==> src/logic/swp_defs.svh <==
// Constants shared by both ends of the write-protect command link.
`ifndef SWP_DEFS_SVH
`define SWP_DEFS_SVH
`define SWP_OP_WREN 8'h06
`define SWP_OP_WRDI 8'h04
`define SWP_OP_PROT 8'h36
`define SWP_OP_UNPROT 8'h39
`define SWP_ADDR_BYTES 3
`define SWP_SECTORS 8
`define SWP_SECTOR_LSB 16
`define SWP_PROT_RST 1'b1
`define SWP_WEL_RST 1'b0
`define SWP_SCK_HALF 4
`endif

==> src/logic/swp_pkg.sv <==
// Types shared by both ends of the write-protect command link.
package swp_pkg;
  typedef enum logic [1:0] {
    SWP_CMD_WREN,
    SWP_CMD_WRDI,
    SWP_CMD_PROT,
    SWP_CMD_UNPROT
  } swp_cmd_type;
endpackage

==> src/logic/swp_link_if.sv <==
// Serial link between the host controller and the flash command logic.
`timescale 1ns/1ps
`default_nettype none
interface swp_link_if;
  logic cs_n;
  logic sck;
  logic si;
  modport host (output cs_n, output sck, output si);
  modport dev (input cs_n, input sck, input si);
endinterface
`default_nettype wire

==> src/logic/swp_dev.sv <==
// Flash-side decoder for write enable and sector protection commands.
// Notes on behaviour
// - Program, erase, status write need latch set.
// - Opcode 06h sets latch at deselect.
// - Partial or unaligned write enable is dropped.
// - Opcode 04h clears latch at deselect.
// - Partial or unaligned write disable is dropped.
// - One protect bit per sector, reset to one.
// - Zero permits, one blocks program and erase.
// - 36h plus address protects sector, clears latch.
// - 39h plus address unprotects sector, clears latch.
// - Host sends only the requested opcode; write enable is a separate request.
// - Short sector command: bits kept, latch cleared.
// - Locked: sector commands ignored, latch cleared.
`include "swp_defs.svh"
`timescale 1ns/1ps
`default_nettype none
module swp_dev
  import swp_pkg::*;
#(
  parameter int SECTORS = `SWP_SECTORS,
  parameter int SECTOR_LSB = `SWP_SECTOR_LSB
) (
  // Clock and reset.
  input wire logic clk_sys,
  input wire logic rst,
  // Serial link.
  swp_link_if.dev link,
  // Lock and requests from the rest of the flash.
  input wire logic protection_regs_lock,
  input wire logic [23:0] op_addr,
  // State seen by the rest of the flash.
  output logic write_enable_latch,
  output logic [SECTORS-1:0] sector_prot,
  output logic op_allowed
);
  localparam int IW = (SECTORS > 1) ? $clog2(SECTORS) : 1;

  // ==========================================================
  // Parameter checks.
  // The sector index is cut straight from the address, so the map must fit in
  // 24 bits and the count must be a power of two, or some indices name no bit.
  if (SECTORS < 1) begin : g_bad_count
    $error("swp_dev: sector count out of range");
  end
  if (SECTOR_LSB < 0) begin : g_bad_lsb
    $error("swp_dev: sector position out of range");
  end
  if ((SECTORS & (SECTORS - 1)) != 0) begin : g_bad_pow2
    $error("swp_dev: sector count must be a power of two");
  end
  if (SECTOR_LSB + $clog2(SECTORS) > 24) begin : g_bad_map
    $error("swp_dev: sector map does not fit a 24-bit address");
  end

  // ==========================================================
  // Input synchronisers and edge detection.
  // Pins are two-stage synchronised; the link clock is slow enough to sample.
  // Data and clock share one pipeline depth, so each bit is read with its edge.
  logic [1:0] cs_s_q, cs_s_d;
  logic [1:0] sck_s_q, sck_s_d;
  logic [1:0] si_s_q, si_s_d;
  logic cs_q, cs_d;
  logic sck_q, sck_d;
  logic cs_low, sck_rise, cs_rise;

  always_comb begin
    cs_s_d = {cs_s_q[0], link.cs_n};
    sck_s_d = {sck_s_q[0], link.sck};
    si_s_d = {si_s_q[0], link.si};
    cs_d = cs_s_q[1];
    sck_d = sck_s_q[1];
  end

  always_ff @(posedge clk_sys or posedge rst) begin
    if (rst) begin
      cs_s_q <= 2'h3;
      sck_s_q <= 2'h0;
      si_s_q <= 2'h0;
      cs_q <= 1'b1;
      sck_q <= 1'b0;
    end else begin
      cs_s_q <= cs_s_d;
      sck_s_q <= sck_s_d;
      si_s_q <= si_s_d;
      cs_q <= cs_d;
      sck_q <= sck_d;
    end
  end

  // Reset levels match the idle pins, so no false edge follows a reset.
  assign cs_low = ~cs_s_q[1];
  assign sck_rise = sck_s_q[1] & ~sck_q & cs_low;
  assign cs_rise = cs_s_q[1] & ~cs_q;

  // ==========================================================
  // Frame shifter: opcode, three address bytes, bit counter.
  logic [7:0] op_q, op_d;
  logic [23:0] addr_q, addr_d;
  logic [5:0] bits_q, bits_d;
  logic opcode_done, addr_done, aligned;

  assign opcode_done = bits_q >= 6'd8;
  assign addr_done = bits_q >= 6'd32;
  assign aligned = bits_q[2:0] == 3'h0;

  always_comb begin
    op_d = op_q;
    addr_d = addr_q;
    bits_d = bits_q;
    if (sck_rise) begin
      if (!opcode_done) begin
        op_d = {op_q[6:0], si_s_q[1]};
      end else if (!addr_done) begin
        addr_d = {addr_q[22:0], si_s_q[1]};
      end
      // Past the address the count steps back one byte, so trailing bytes are
      // ignored while the bit position within the byte stays true.
      if (bits_q < 6'd40) begin
        bits_d = bits_q + 6'd1;
      end else begin
        bits_d = 6'd33;
      end
    end
    if (cs_rise) begin
      bits_d = 6'd0;
    end
  end

  always_ff @(posedge clk_sys or posedge rst) begin
    if (rst) begin
      op_q <= 8'h00;
      addr_q <= 24'h000000;
      bits_q <= 6'h00;
    end else begin
      op_q <= op_d;
      addr_q <= addr_d;
      bits_q <= bits_d;
    end
  end

  // ==========================================================
  // Command decode at deselect: latch and protection bits.
  logic wel_q, wel_d;
  logic [SECTORS-1:0] prot_q, prot_d;
  logic [IW-1:0] sec_idx;
  logic is_wren, is_wrdi, is_sector, sector_ok;

  assign sec_idx = IW'(addr_q >> SECTOR_LSB);
  assign is_wren = opcode_done && (op_q == `SWP_OP_WREN);
  assign is_wrdi = opcode_done && (op_q == `SWP_OP_WRDI);
  assign is_sector = opcode_done && (op_q == `SWP_OP_PROT || op_q == `SWP_OP_UNPROT);
  // A cut, locked or unlatched sector command still drops the latch below.
  assign sector_ok = wel_q && aligned && addr_done && !protection_regs_lock;

  always_comb begin
    wel_d = wel_q;
    prot_d = prot_q;
    if (cs_rise) begin
      if (is_wren) begin
        if (aligned) begin
          wel_d = 1'b1;
        end
      end else if (is_wrdi) begin
        if (aligned) begin
          wel_d = 1'b0;
        end
      end else if (is_sector) begin
        wel_d = 1'b0;
        // The latch is required; host is expected to set it first.
        if (sector_ok) begin
          prot_d[sec_idx] = (op_q == `SWP_OP_PROT);
        end
      end
    end
    // Unknown opcodes and frames under one byte fall through and change nothing.
  end

  always_ff @(posedge clk_sys or posedge rst) begin
    if (rst) begin
      wel_q <= `SWP_WEL_RST;
      prot_q <= {SECTORS{`SWP_PROT_RST}};
    end else begin
      wel_q <= wel_d;
      prot_q <= prot_d;
    end
  end

  // ==========================================================
  // Program and erase gate for the rest of the flash.
  // Registered, so a change of op_addr shows one cycle later.
  logic [IW-1:0] op_idx;
  logic allow_q, allow_d;

  assign op_idx = IW'(op_addr >> SECTOR_LSB);

  always_comb begin
    allow_d = wel_q & ~prot_q[op_idx];
  end

  always_ff @(posedge clk_sys or posedge rst) begin
    if (rst) begin
      allow_q <= 1'b0;
    end else begin
      allow_q <= allow_d;
    end
  end

  assign write_enable_latch = wel_q;
  assign sector_prot = prot_q;
  assign op_allowed = allow_q;
endmodule
`default_nettype wire

==> src/flat_wrapper.sv <==
// flat-port wrapper written by rule: the top's interface ports become plain ports
module swp_dev_flat import swp_pkg::*;
#(
  parameter int SECTORS = `SWP_SECTORS,
  parameter int SECTOR_LSB = `SWP_SECTOR_LSB
)
  (clk_sys, rst, protection_regs_lock, op_addr, write_enable_latch, sector_prot, op_allowed, link_cs_n, link_sck, link_si);
  swp_link_if link_i ();
  input wire logic clk_sys;
  input wire logic rst;
  input wire logic protection_regs_lock;
  input wire logic [23:0] op_addr;
  output logic write_enable_latch;
  output logic [SECTORS-1:0] sector_prot;
  output logic op_allowed;
  input wire logic [$bits(link_i.cs_n)-1:0] link_cs_n;
  input wire logic [$bits(link_i.sck)-1:0] link_sck;
  input wire logic [$bits(link_i.si)-1:0] link_si;
  assign link_i.cs_n = link_cs_n;
  assign link_i.sck = link_sck;
  assign link_i.si = link_si;
  swp_dev #(.SECTORS(SECTORS), .SECTOR_LSB(SECTOR_LSB)) u_core (.clk_sys(clk_sys), .rst(rst), .link(link_i), .protection_regs_lock(protection_regs_lock), .op_addr(op_addr), .write_enable_latch(write_enable_latch), .sector_prot(sector_prot), .op_allowed(op_allowed));
endmodule
==> config.mk <==
export PLATFORM = sky130hd
export DESIGN_NAME = swp_dev_flat
export DESIGN_NICKNAME = d
export VERILOG_FILES = /design/src/logic/swp_pkg.sv /design/src/logic/swp_link_if.sv /design/src/logic/swp_dev.sv /design/src/flat_wrapper.sv
export VERILOG_INCLUDE_DIRS = /design/src /design/src/logic
export SDC_FILE = /design/constraint.sdc
export NUM_CORES = 1
export LEC_CHECK = 0
export BUFFER_PORTS_ARGS = -buffer_cell sky130_fd_sc_hd__clkbuf_2
export CAP_MARGIN = 20
export CORE_ASPECT_RATIO = 0.8
export CORE_MARGIN = 2
export CORE_UTILIZATION = 55
export CTS_CLUSTER_SIZE = 14
export DETAILED_ROUTE_END_ITERATION = 8
export GPL_TIMING_DRIVEN = 0
export HOLD_SLACK_MARGIN = 0.12
export PLACE_DENSITY = 0.79
export REMOVE_ABC_BUFFERS = 1
export SYNTH_ARGS = -nofsm -noshare
export SYNTH_HDL_FRONTEND = slang
export SYNTH_SLANG_ARGS = --single-unit
==> constraint.sdc <==
create_clock -name clk_sys -period 2.05 [get_ports clk_sys]
set_clock_uncertainty 0.1 [all_clocks]
set_input_delay 0.205 -clock clk_sys [delete_from_list [all_inputs] [get_ports clk_sys]]
set_output_delay 0.205 -clock clk_sys [all_outputs]
set_load 0.02 [all_outputs]
==> summary.txt, run 1 <==
Run status
  • Status: complete, no violations

Detailed routing
  • DRC viols: 0
  • Detailed Route WL: 3.88 mm
  • DR vias/cell: 5.66
  • Drt wl/cell: 15.7 um
  • Via count: 1398
  • DRT Pass-1 Iters: 4
  • Iter 0 DRT Violations: 147
  • Post-route ant nets: 0

Power
  • Total leakage power: 1.19 nW
  • Peak supply drop: 0.401 mV
  • PwrDens: 798 nW/um2

Worst hold path
  • Hold_sp: op_addr[18]
  • HP Class: input pin to flop
  • WHS Path Cells: 3
  • Worst hold endpoint: u_core.op_allowed

Cells and area
  • Final #Nets: 221
  • Layout cell share with drive strength beyond 1: 44.7%
  • Inserted Diodes: 0
  • Fill count: 311
  • Syn-to-layout area delta: 14.8%

Logic synthesis
  • #FFs+latches synth: 51
  • Area of the mapped netlist: 2310 um2
  • Syn Area/Cell: 14.3 um2
  • Post-synth EDFFs: 0
  • Sequential fraction of the synthesis area: 55.9%
  • Synth warnings: 0
  • Netlist cell types: 42
  • Syn Inst Count: 162
  • Top_reg_cell synth: dfrtp_1
  • Ys async rst share: 100%

STA
  • Max Freq: 508 MHz
  • Setup TNS: 0 ns
  • Period utilization: 96.0%
  • Worst Slack Setup Final: 0.0813 ns
  • Max-slew headroom: 70.4%
  • Final hold violation count: 0
  • Final setup viols: 0
  • Max-slew violations: 0
  • Fin crit period: 1.97 ns
  • Worst Max-Slew Pin Slew: 0.440 ns

GRT
  • First-pass GRT wire length: 6.38 mm
  • Largest net degree at the start of global routing: 37
  • Vias in the first global route: 1355
  • Met1 Use GR: 22.8%
  • Grt met2 use: 28.6%
  • GRT overflow: 0
  • Gr usage total: 17.8%
  • Layer with the highest usage: met2
  • M3 GR Usage: 4.34%
  • Antenna violations before repair: 0

Worst setup path
  • Req. time, crit path: 2.18 ns
  • Startpoint Class: flop
  • Critical R2R Capture: u_core.sector_prot[4]
  • CP max stage delay: 0.43 ns
  • Reg2reg setup slack: 0.08 ns
  • Reg2Reg Depth: 6
  • Kind of end point of the critical path: flop
  • Crit Path Category: flop to flop
  • Origin of the critical flop-to-flop path: u_core.bits_q[0]
  • CP max FO: 5
  • Worst Path Arrival: 2.10 ns
  • Crit-path slowest cell: dfrtp_1
  • Worst-path cell chain: inv_1 > ha_1 > nand4bb_4 > a211oi_4 > nor3b_2 > mux2_2

CTS
  • H-tree depth: 2
  • TritonCTS Buffers: 5
  • CTS tree: done
  • Worst-Skew Late Latency: 0.30 ns
  • CTS clk-pin slew, worst paths: 0.08 ns
  • Root buf cell: clkbuf_8
  • Clk sinks: 51
  • Clock Path Buffers: 2

Placed design
  • Port Buffer Count: 18
  • Routability cong.: 0.873
  • DP HPWL: 2.66 mm
  • Post-place setup slack: -0.0418 ns

Floorplan
  • Die Ht: 62.0 um
  • Die width: 76.5 um
  • # rows: 21
  • Die area: 4740 um2
  • Core area: 4100 um2
  • Initial Util: 56.3%
  • # IOs: 40

Run
  • Max-cap violations: 0
-- layer usage --
| metal | vias up | share of wire, % |
|---|---|---|
| met1 | 703 | 44 |
| met5 | - | 0 |
| met2 | 42 | 50 |
| li1 | 642 | - |
| met3 | 11 | 4.0 |
| met4 | 0 | 2.4 |
-- cell usage in the layout (no fill, tap or decap), types with 2 or more instances in the layout --
| cell type | netlist | routed |
|---|---|---|
| nor3_1 | 2 | 2 |
| ha_1 | 2 | 2 |
| clkbuf_8 | 0 | 5 |
| mux4_2 | 2 | 2 |
| dlygate4sd3_1 | 0 | 4 |
| nor3b_2 | 2 | 4 |
| clkbuf_2 | 0 | 18 |
| and4bb_2 | 2 | 2 |
| nand2_1 | 7 | 7 |
| o21ai_0 | 7 | 7 |
| nand3b_1 | 2 | 2 |
| inv_1 | 6 | 5 |
| buf_12 | 1 | 2 |
| a211oi_4 | 0 | 2 |
| o2111a_1 | 2 | 2 |
| nor2_1 | 3 | 3 |
| mux2_4 | 10 | 10 |
| dfstp_2 | 11 | 11 |
| clkbuf_1 | 3 | 2 |
| mux2_2 | 22 | 22 |
| mux2_1 | 2 | 2 |
| dfrtp_1 | 40 | 40 |
| xor2_1 | 2 | 2 |
| nand3_1 | 9 | 9 |
-- layout make-up --
type	instances	area [um2]	share of cell area [%]
multi-input combinational	101	991	37.4
inverter	6	22.5	0.849
clock buffer	7	76.3	2.88
tap	57	71.3	2.69
clock inverter	1	30.0	1.13
sequential	51	1290	48.7
timing repair buffer	24	170	6.42
-- per-stage QoR --
stage          power [W]  instance area [um2]  hold WS (ns)  utilization (%)  std cells
2_1_floorplan    0.00137                 2280         0.109                -        158
3_3_place_gp     0.00141                 2440         0.193             59.5        233
3_5_place_dp     0.00144                 2460        0.0796             60.0        234
4_1_cts          0.00211                 2630         0.143             64.1        247
5_1_grt          0.00222                 2650         0.158             64.7        247
6_report         0.00212                 2650         0.143             64.7        247
-- registers in the layout, indices dropped and copies added, names as in the netlist --
signal and count:
u_core.addr_q 19, u_core.op_q 8, u_core.sector_prot 8, u_core.bits_q 6
u_core.cs_s_q 2, u_core.sck_s_q 2, u_core.si_s_q 2, u_core.cs_q 1
u_core.op_allowed 1, u_core.sck_q 1, u_core.write_enable_latch 1
-- worst max-delay path by stage --
stage,start,cells past startpoint,to,slack (ns)
floorplan,u_core.cs_s_q[1],4,u_core.addr_q[10],0.17
global placement,u_core.cs_s_q[1],4,u_core.addr_q[10],0.02
detailed placement,u_core.cs_s_q[1],4,u_core.addr_q[12],-0.04
CTS,u_core.bits_q[0],6,u_core.sector_prot[4],0.009
global route,u_core.bits_q[0],6,u_core.sector_prot[4],-0.004
finish,u_core.bits_q[0],6,u_core.sector_prot[4],0.08
-- report_power, final --
part / internal (W) / leakage [nW] / switching [W]
Sequential: 0.00108 / 0.640 / 0.0000956
Combinational: 0.000139 / 0.497 / 0.000136
Clock: 0.000365 / 0.0524 / 0.000299
Total: 0.00158 / 1.19 / 0.000531
-- synthesized netlist by cell type, drive strengths merged, types with 2 or more instances --
| master | n | share of area, % |
|---|---|---|
| nand3b | 2 | 0.65 |
| dfrtp | 40 | 43 |
| clkbuf | 3 | 0.49 |
| nand2 | 8 | 1.4 |
| inv | 6 | 0.98 |
| nand3 | 9 | 2.0 |
| xor2 | 2 | 0.76 |
| o2111a | 2 | 0.98 |
| dfstp | 11 | 13 |
| o21ai | 7 | 1.5 |
| ha | 2 | 1.1 |
| mux2 | 34 | 18 |
| mux4 | 2 | 2.0 |
| nor3b | 5 | 2.1 |
| nor3 | 3 | 1.1 |
| and4bb | 3 | 1.6 |
| nor2 | 4 | 0.76 |
| a211oi | 2 | 1.1 |
-- worst max-delay path: cells and delay by family (launching register included) --
kind	cells	cell delay (ns)
AO/OA/AOI/OAI	1	0.27
adder cells (fa/ha/maj)	1	0.24
buffers and inverters	1	0.10
flip-flops	1	0.43
multiplexers	1	0.35
AND/OR/NAND/NOR	2	0.42
-- what timing repair did --
action                                  in CTS  in global routing
resized for setup                            0                  4
endpoints found under the setup margin       9                  2
pin swaps                                    1                  1
hold buffers                                 4                  0
endpoints found under the hold margin       44                  0
setup buffers                                1                  0
-- cells by family (layout without fill, tap and decap cells) --
logic type	after synthesis	in the layout	synth area share [%]
fa+ha+maj	2	2	1.08
simple gates	43	43	13.8
compound gates	17	17	5.63
flops	51	51	55.9
mux	37	37	20.6
buf+inv	10	38	2.33
xor+xnor	2	2	0.759
Power figures use the tool's default switching activity.
==> run 2, diff against run 1 <==
--- a/config.mk
+++ b/config.mk
@@ -10,12 +10,12 @@
 export CAP_MARGIN = 20
 export CORE_ASPECT_RATIO = 0.8
 export CORE_MARGIN = 2
-export CORE_UTILIZATION = 55
+export CORE_UTILIZATION = 40
+export CTS_BUF_LIST = sky130_fd_sc_hd__clkbuf_16
 export CTS_CLUSTER_SIZE = 14
 export DETAILED_ROUTE_END_ITERATION = 8
 export GPL_TIMING_DRIVEN = 0
 export HOLD_SLACK_MARGIN = 0.12
-export PLACE_DENSITY = 0.79
 export REMOVE_ABC_BUFFERS = 1
 export SYNTH_ARGS = -nofsm -noshare
 export SYNTH_HDL_FRONTEND = slang
==> run 2 against run 1 <==
  * Power is 12% higher
  * Cell count is 8.5% higher
  * Sequential power hardly changed
  * Combinational power about the same
  * Critical path type unchanged
  * Largest power group unchanged
==> summary.txt, run 2 (synthesis gave the netlist of run 1 again) <==
Worst setup path
  • CP max FO: 5 (unchanged)
  • Worst Path Arrival: 2.06 ns (-0.04 ns)
  • Req. time, crit path: 2.17 ns (about the same)
  • Kind of end point of the critical path: flop
  • Reg2Reg Depth: 6 (unchanged)
  • Crit Path Category: flop to flop
  • Startpoint Class: flop

GRT
  • Vias in the first global route: 1395 (+3.0%)
  • Gr usage total: 13.9% (-3.8 points)
  • GRT overflow: 0 (unchanged)
  • First-pass GRT wire length: 6.80 mm (+6.6%)
  • Antenna violations before repair: 0 (unchanged)
  • Largest net degree at the start of global routing: 38 (+2.7%)

STA
  • Period utilization: 94.8% (-1.3 points)
  • Max-slew violations: 0 (unchanged)
  • Final setup viols: 0 (unchanged)
  • Max-slew headroom: 69.4% (-1.1 points)
  • Max Freq: 515 MHz (+1.3%)
  • Fin crit period: 1.94 ns (-0.0258 ns)
  • RSZ-0062 raised after global routing: no
  • Worst Max-Slew Pin Slew: 0.458 ns (+0.0174 ns)
  • Final hold violation count: 0 (unchanged)
  • Hold WS: 0.167 ns (+0.0248 ns)

Cells and area
  • Max reg flops: 19 (unchanged)
  • Fin cells: 268 (+8.5%)
  • Commonest non-fill, non-tap cells in the layout: dfrtp_1, mux2_2, clkbuf_2, dfstp_2, mux2_4
  • Layout cell share with drive strength beyond 1: 44.7% (unchanged)
  • Biggest register: u_core.addr_q
  • Most common cell after layout, fill and taps aside: dfrtp_1
  • Final #Nets: 221 (unchanged)
  • Syn-to-layout area delta: 18.6%
  • Post-route cell area: 2740 um2 (+3.4%)
  • Inserted Diodes: 0 (unchanged)

Placed design
  • DP HPWL: 2.85 mm (+6.8%)
  • Routability cong.: 0.785 (-10%)
  • Port Buffer Count: 18 (unchanged)
  • Area after DPL: 2490 um2 (+1.1%)
  • Dpl cells: 255 (+9.0%)

Power
  • PwrDens: 863 nW/um2 (+8.2%)
  • Peak supply drop: 0.463 mV (+16%)
  • Total leakage power: 1.22 nW (+2.9%)

CTS
  • CTS tree: done
  • CTS clk-pin slew, worst paths: 0.07 ns (about the same)
  • Clk sinks: 51 (unchanged)
  • H-tree depth: 2 (unchanged)
  • Worst-Skew Late Latency: 0.29 ns (about the same)
  • Root buf cell: clkbuf_16
  • Clock Path Buffers: 2 (unchanged)
  • TritonCTS Buffers: 5 (unchanged)

Run
  • Max-cap violations: 0 (unchanged)

Detailed routing
  • DR vias/cell: 4.98 (-12%)
  • Iter 0 DRT Violations: 89 (-39%)
  • DRC viols: 0 (unchanged)
  • Via count: 1335 (-4.5%)
  • Drt wl/cell: 14.8 um (-5.7%)
  • DRT Pass-1 Iters: 4 (unchanged)
  • Post-route ant nets: 0 (unchanged)
  • Detailed Route WL: 3.97 mm (+2.4%)

Floorplan
  • Core area: 5530 um2 (+35%)
  • # IOs: 40 (unchanged)
  • Die Ht: 72.0 um (+16%)
  • Die area: 6400 um2 (+35%)
  • # rows: 24 (+14%)
  • Initial Util: 41.8% (-15 points)
  • Die width: 89.0 um (+16%)

Run status
  • Status: complete, no violations

Worst hold path
  • HP Class: input pin to flop
  • WHS Path Cells: 3 (unchanged)
-- run 2: changes by cell type in the layout (fill, tap and decap cells not counted) --
cell | previous run | this run
clkbuf_16 | 0 | 5
clkbuf_8 | 5 | 0
clkbuf_1 | 2 | 0
inv_1 | 5 | 7
nor3b_2 | 4 | 3
nor3b_4 | 0 | 1
-- run 2: worst max-delay path: stages (launching register included) --
cell and delay [ns]:
dfrtp_1 0.42, inv_1 0.12, ha_1 0.23, nand4bb_4 0.17, a211oi_4 0.26, nor3b_2 0.22
mux2_2 0.35
-- run 2: worst paths after layout --
check	slack, ns	end	start
setup / recovery	0.11	u_core.sector_prot[4]	u_core.bits_q[0]
hold / removal	0.17	u_core.op_allowed	op_addr[18]
setup reg to reg	0.11	u_core.sector_prot[4]	u_core.bits_q[0]
hold reg to reg	0.25	u_core.si_s_q[1]	u_core.si_s_q[0]
max in group asynchronous	0.98	u_core.sector_prot[6]	rst
min in group asynchronous	0.31	u_core.addr_q[12]	rst
-- run 2: cell type report --
cell class,instances,area (um2)
Clock buffer,5,125
Clock inverter,3,37.5
Fill cell,483,2790
Inverter,6,22.5
Multi-Input combinational cell,101,997
Sequential cell,51,1290
Tap cell,78,97.6
Timing Repair Buffer,24,170
-- run 2: layer usage --
| layer | routed length (um) | vias up | global-route usage, % |
|---|---|---|---|
| met5 | 0 | - | 0 |
| met4 | 43 | 0 | 4.64 |
| met3 | 128 | 5 | 3.87 |
| met2 | 1970 | 23 | 22.1 |
| met1 | 1830 | 661 | 18.6 |
| li1 | - | 646 | - |
-- run 2: stage by stage --
step	utilization, %	total power, W	TNS [ns]	setup WS, ns
final	49.6	0.00236	0	0.107
after global routing	49.6	0.00248	0	0.0301
after CTS	49.3	0.00237	0	0.0305
after detailed placement	45.0	0.00144	-0.0501	-0.00988
after global placement	44.6	0.00141	0	0.00395
after floorplan	-	0.00137	0	0.170
-- run 2: where the power goes --
part	leakage, nW	switching (W)	internal (W)	total, W
logic	0.497	0.000136	0.000139	0.000275
clock network	0.0864	0.000344	0.000567	0.000911
registers	0.640	0.0000974	0.00108	0.00118
total	1.22	0.000577	0.00179	0.00236
-- run 2: timing repair --
item,4_1_cts,5_1_grt
pin swaps,1,2
hold buffers,4,0
buffers inserted,1,0
setup endpoints to repair,11,2
hold endpoints to repair,44,0
resized for setup,2,3
==> run 3, diff against run 2 <==
--- a/config.mk
+++ b/config.mk
@@ -10,7 +10,7 @@
 export CAP_MARGIN = 20
 export CORE_ASPECT_RATIO = 0.8
 export CORE_MARGIN = 2
-export CORE_UTILIZATION = 40
+export CORE_UTILIZATION = 30
 export CTS_BUF_LIST = sky130_fd_sc_hd__clkbuf_16
 export CTS_CLUSTER_SIZE = 14
 export DETAILED_ROUTE_END_ITERATION = 8
==> run 3 against run 2 <==
  * Maximum frequency is 0.24% lower
  * Combinational power is 2% lower
  * Routed wire length is 5.7% lower
  * Cell count is 10% higher
  * Die area is 32% higher
  * Worst setup slack worse by 0.0046 ns
  * Clock power is 12% lower
  * Power is 5.3% lower
  * Non-clock buffer count stayed put
  * Critical path type unchanged
  * Critical endpoint is now u_core.sector_prot[5]
  * Highest routed layer unchanged
==> summary.txt, run 3 (synthesis gave the netlist of run 1 again) <==
GRT
  • GRT overflow: 0 (unchanged)
  • Largest net degree at the start of global routing: 34 (-11%)
  • Antenna violations before repair: 0 (unchanged)
  • Vias in the first global route: 1355 (-2.9%)
  • First-pass GRT wire length: 6.58 mm (-3.3%)
  • Gr usage total: 10.3% (-3.7 points)

STA
  • Fin crit period: 1.95 ns (+0.00463 ns)
  • Period utilization: 95.0% (+0.23 points)
  • Max Freq: 513 MHz (-0.24%)
  • Worst Slack Setup Final: 0.102 ns (-0.00463 ns)
  • Final hold violation count: 0 (unchanged)
  • Final setup viols: 0 (unchanged)
  • Worst Max-Slew Pin Slew: 0.440 ns (-0.0182 ns)
  • Max-slew violations: 0 (unchanged)
  • Max-slew headroom: 70.5% (+1.1 points)

Detailed routing
  • Iter 0 DRT Violations: 116 (+30%)
  • DRC viols: 0 (unchanged)
  • DR vias/cell: 4.60 (-7.7%)
  • Detailed Route WL: 3.75 mm (-5.7%)
  • Post-route ant nets: 0 (unchanged)
  • DRT Pass-1 Iters: 4 (unchanged)
  • Drt wl/cell: 12.7 um (-14%)
  • Via count: 1357 (+1.6%)

Run
  • Max-cap violations: 0 (unchanged)

Cells and area
  • Post-route cell area: 2750 um2 (+0.27%)
  • Commonest non-fill, non-tap cells in the layout: dfrtp_1, mux2_2, clkbuf_2, dfstp_2, mux2_4
  • Final #Nets: 221 (unchanged)
  • Layout cell share with drive strength beyond 1: 45.3% (+0.53 points)
  • Inserted Diodes: 0 (unchanged)
  • Max reg flops: 19 (unchanged)
  • Syn-to-layout area delta: 19.0%
  • Fin cells: 295 (+10%)
  • Biggest register: u_core.addr_q
  • Most common cell after layout, fill and taps aside: dfrtp_1
  • Fill count: 727 (+51%)

CTS
  • Worst-Skew Late Latency: 0.29 ns (about the same)
  • Clock Path Buffers: 2 (unchanged)
  • CTS tree: done
  • Clk sinks: 51 (unchanged)
  • TritonCTS Buffers: 5 (unchanged)
  • CTS clk-pin slew, worst paths: 0.06 ns (about the same)
  • H-tree depth: 2 (unchanged)
  • Root buf cell: clkbuf_16

Placed design
  • Post-place setup slack: -0.0833 ns (-0.0734 ns)
  • DP HPWL: 2.58 mm (-9.4%)
  • Routability cong.: 0.781 (-0.62%)
  • Area after DPL: 2520 um2 (+1.4%)
  • Dpl cells: 282 (+11%)
  • Port Buffer Count: 18 (unchanged)

Worst setup path
  • Reg2Reg Depth: 6 (unchanged)
  • Crit-path slowest cell: dfrtp_1
  • CP max FO: 5 (unchanged)
  • Req. time, crit path: 2.16 ns (about the same)
  • Startpoint Class: flop
  • Critical path buffers and inverters: 1 (unchanged)
  • Critical R2R Capture: u_core.sector_prot[5]
  • Stages on worst setup path: 6 (unchanged)
  • Origin of the critical flop-to-flop path: u_core.bits_q[0]
  • CP max stage delay: 0.42 ns (about the same)
  • Crit Path Category: flop to flop
  • Worst Path Arrival: 2.06 ns (about the same)
  • Worst-path cell chain: inv_1 > ha_1 > nand4bb_4 > a211oi_4 > nor3b_2 > mux2_2
  • CP top delay family: flip-flops
  • Kind of end point of the critical path: flop
  • Reg2reg setup slack: 0.10 ns (about the same)

Run status
  • Status: complete, no violations

Floorplan
  • Die width: 102 um (+15%)
  • Core area: 7430 um2 (+34%)
  • # IOs: 40 (unchanged)
  • Initial Util: 31.1% (-11 points)
  • # rows: 28 (+17%)
  • Die area: 8420 um2 (+32%)
  • Die Ht: 82.5 um (+15%)

Worst hold path
  • Worst hold endpoint: u_core.op_allowed
  • Hold_sp: op_addr[18]
  • HP Class: input pin to flop
  • WHS Path Cells: 3 (unchanged)

Power
  • PwrDens: 815 nW/um2 (-5.6%)
  • Overall power: 0.00224 W (-5.3%)
  • Total leakage power: 1.21 nW (-0.95%)
  • Peak supply drop: 0.492 mV (+6.1%)
## run 3: through the flow
step	util (%)	TNS, ns	hold WS [ns]
after floorplan	-	0	0.109
after global placement	33.7	-4.45	0.193
after detailed placement	33.9	-0.836	0.105
after CTS	36.7	0	0.155
after global routing	37.0	-0.0245	0.161
final	37.0	0	0.150
## run 3: area by class of cell
cell class,instances,area (um2),share of cell area [%]
Clock buffer,5,125,4.55
Clock inverter,3,17.5,0.638
Inverter,6,22.5,0.820
Multi-Input combinational cell,101,991,36.1
Sequential cell,51,1290,46.9
Tap cell,105,131,4.78
Timing Repair Buffer,24,170,6.19
## run 3: how the worst max path moves through the flow
stage / startpoint / slack [ns] / endpoint
floorplan: u_core.cs_s_q[1] / 0.17 / u_core.addr_q[10]
detailed placement: u_core.cs_s_q[1] / -0.08 / u_core.addr_q[12]
global placement: rst / -0.11 / u_core.op_allowed
global route: u_core.bits_q[1] / -0.02 / u_core.sector_prot[5]
finish: u_core.bits_q[0] / 0.10 / u_core.sector_prot[5]
CTS: u_core.bits_q[0] / 0.009 / u_core.sector_prot[4]
## run 3: tightest hold or removal path, delay by kind of cell
family        cells  cell delay (ns)
buf+inv           1             0.08
mux               1             0.06
simple gates      1             0.14
## run 3: metal layers
metal,global-route usage (%),wire [um]
met2,15.5,1640
met1,14.1,1900
met5,0,0
met3,3.37,155
met4,3.20,51
## run 3: repair_timing
item / in CTS / in global routing
gates resized for setup: 0 / 4
endpoints found under the hold margin: 21 / 0
setup endpoints to repair: 19 / 2
hold buffers: 4 / 0
setup buffers: 1 / 0
cloned: 0 / 0
pin swaps: 1 / 1
## run 3: report_power, final
part,internal [W],leakage (nW),switching [W]
Combinational,0.000138,0.497,0.000132
Clock,0.000448,0.0750,0.000352
Sequential,0.00108,0.640,0.0000870
Total,0.00167,1.21,0.000571
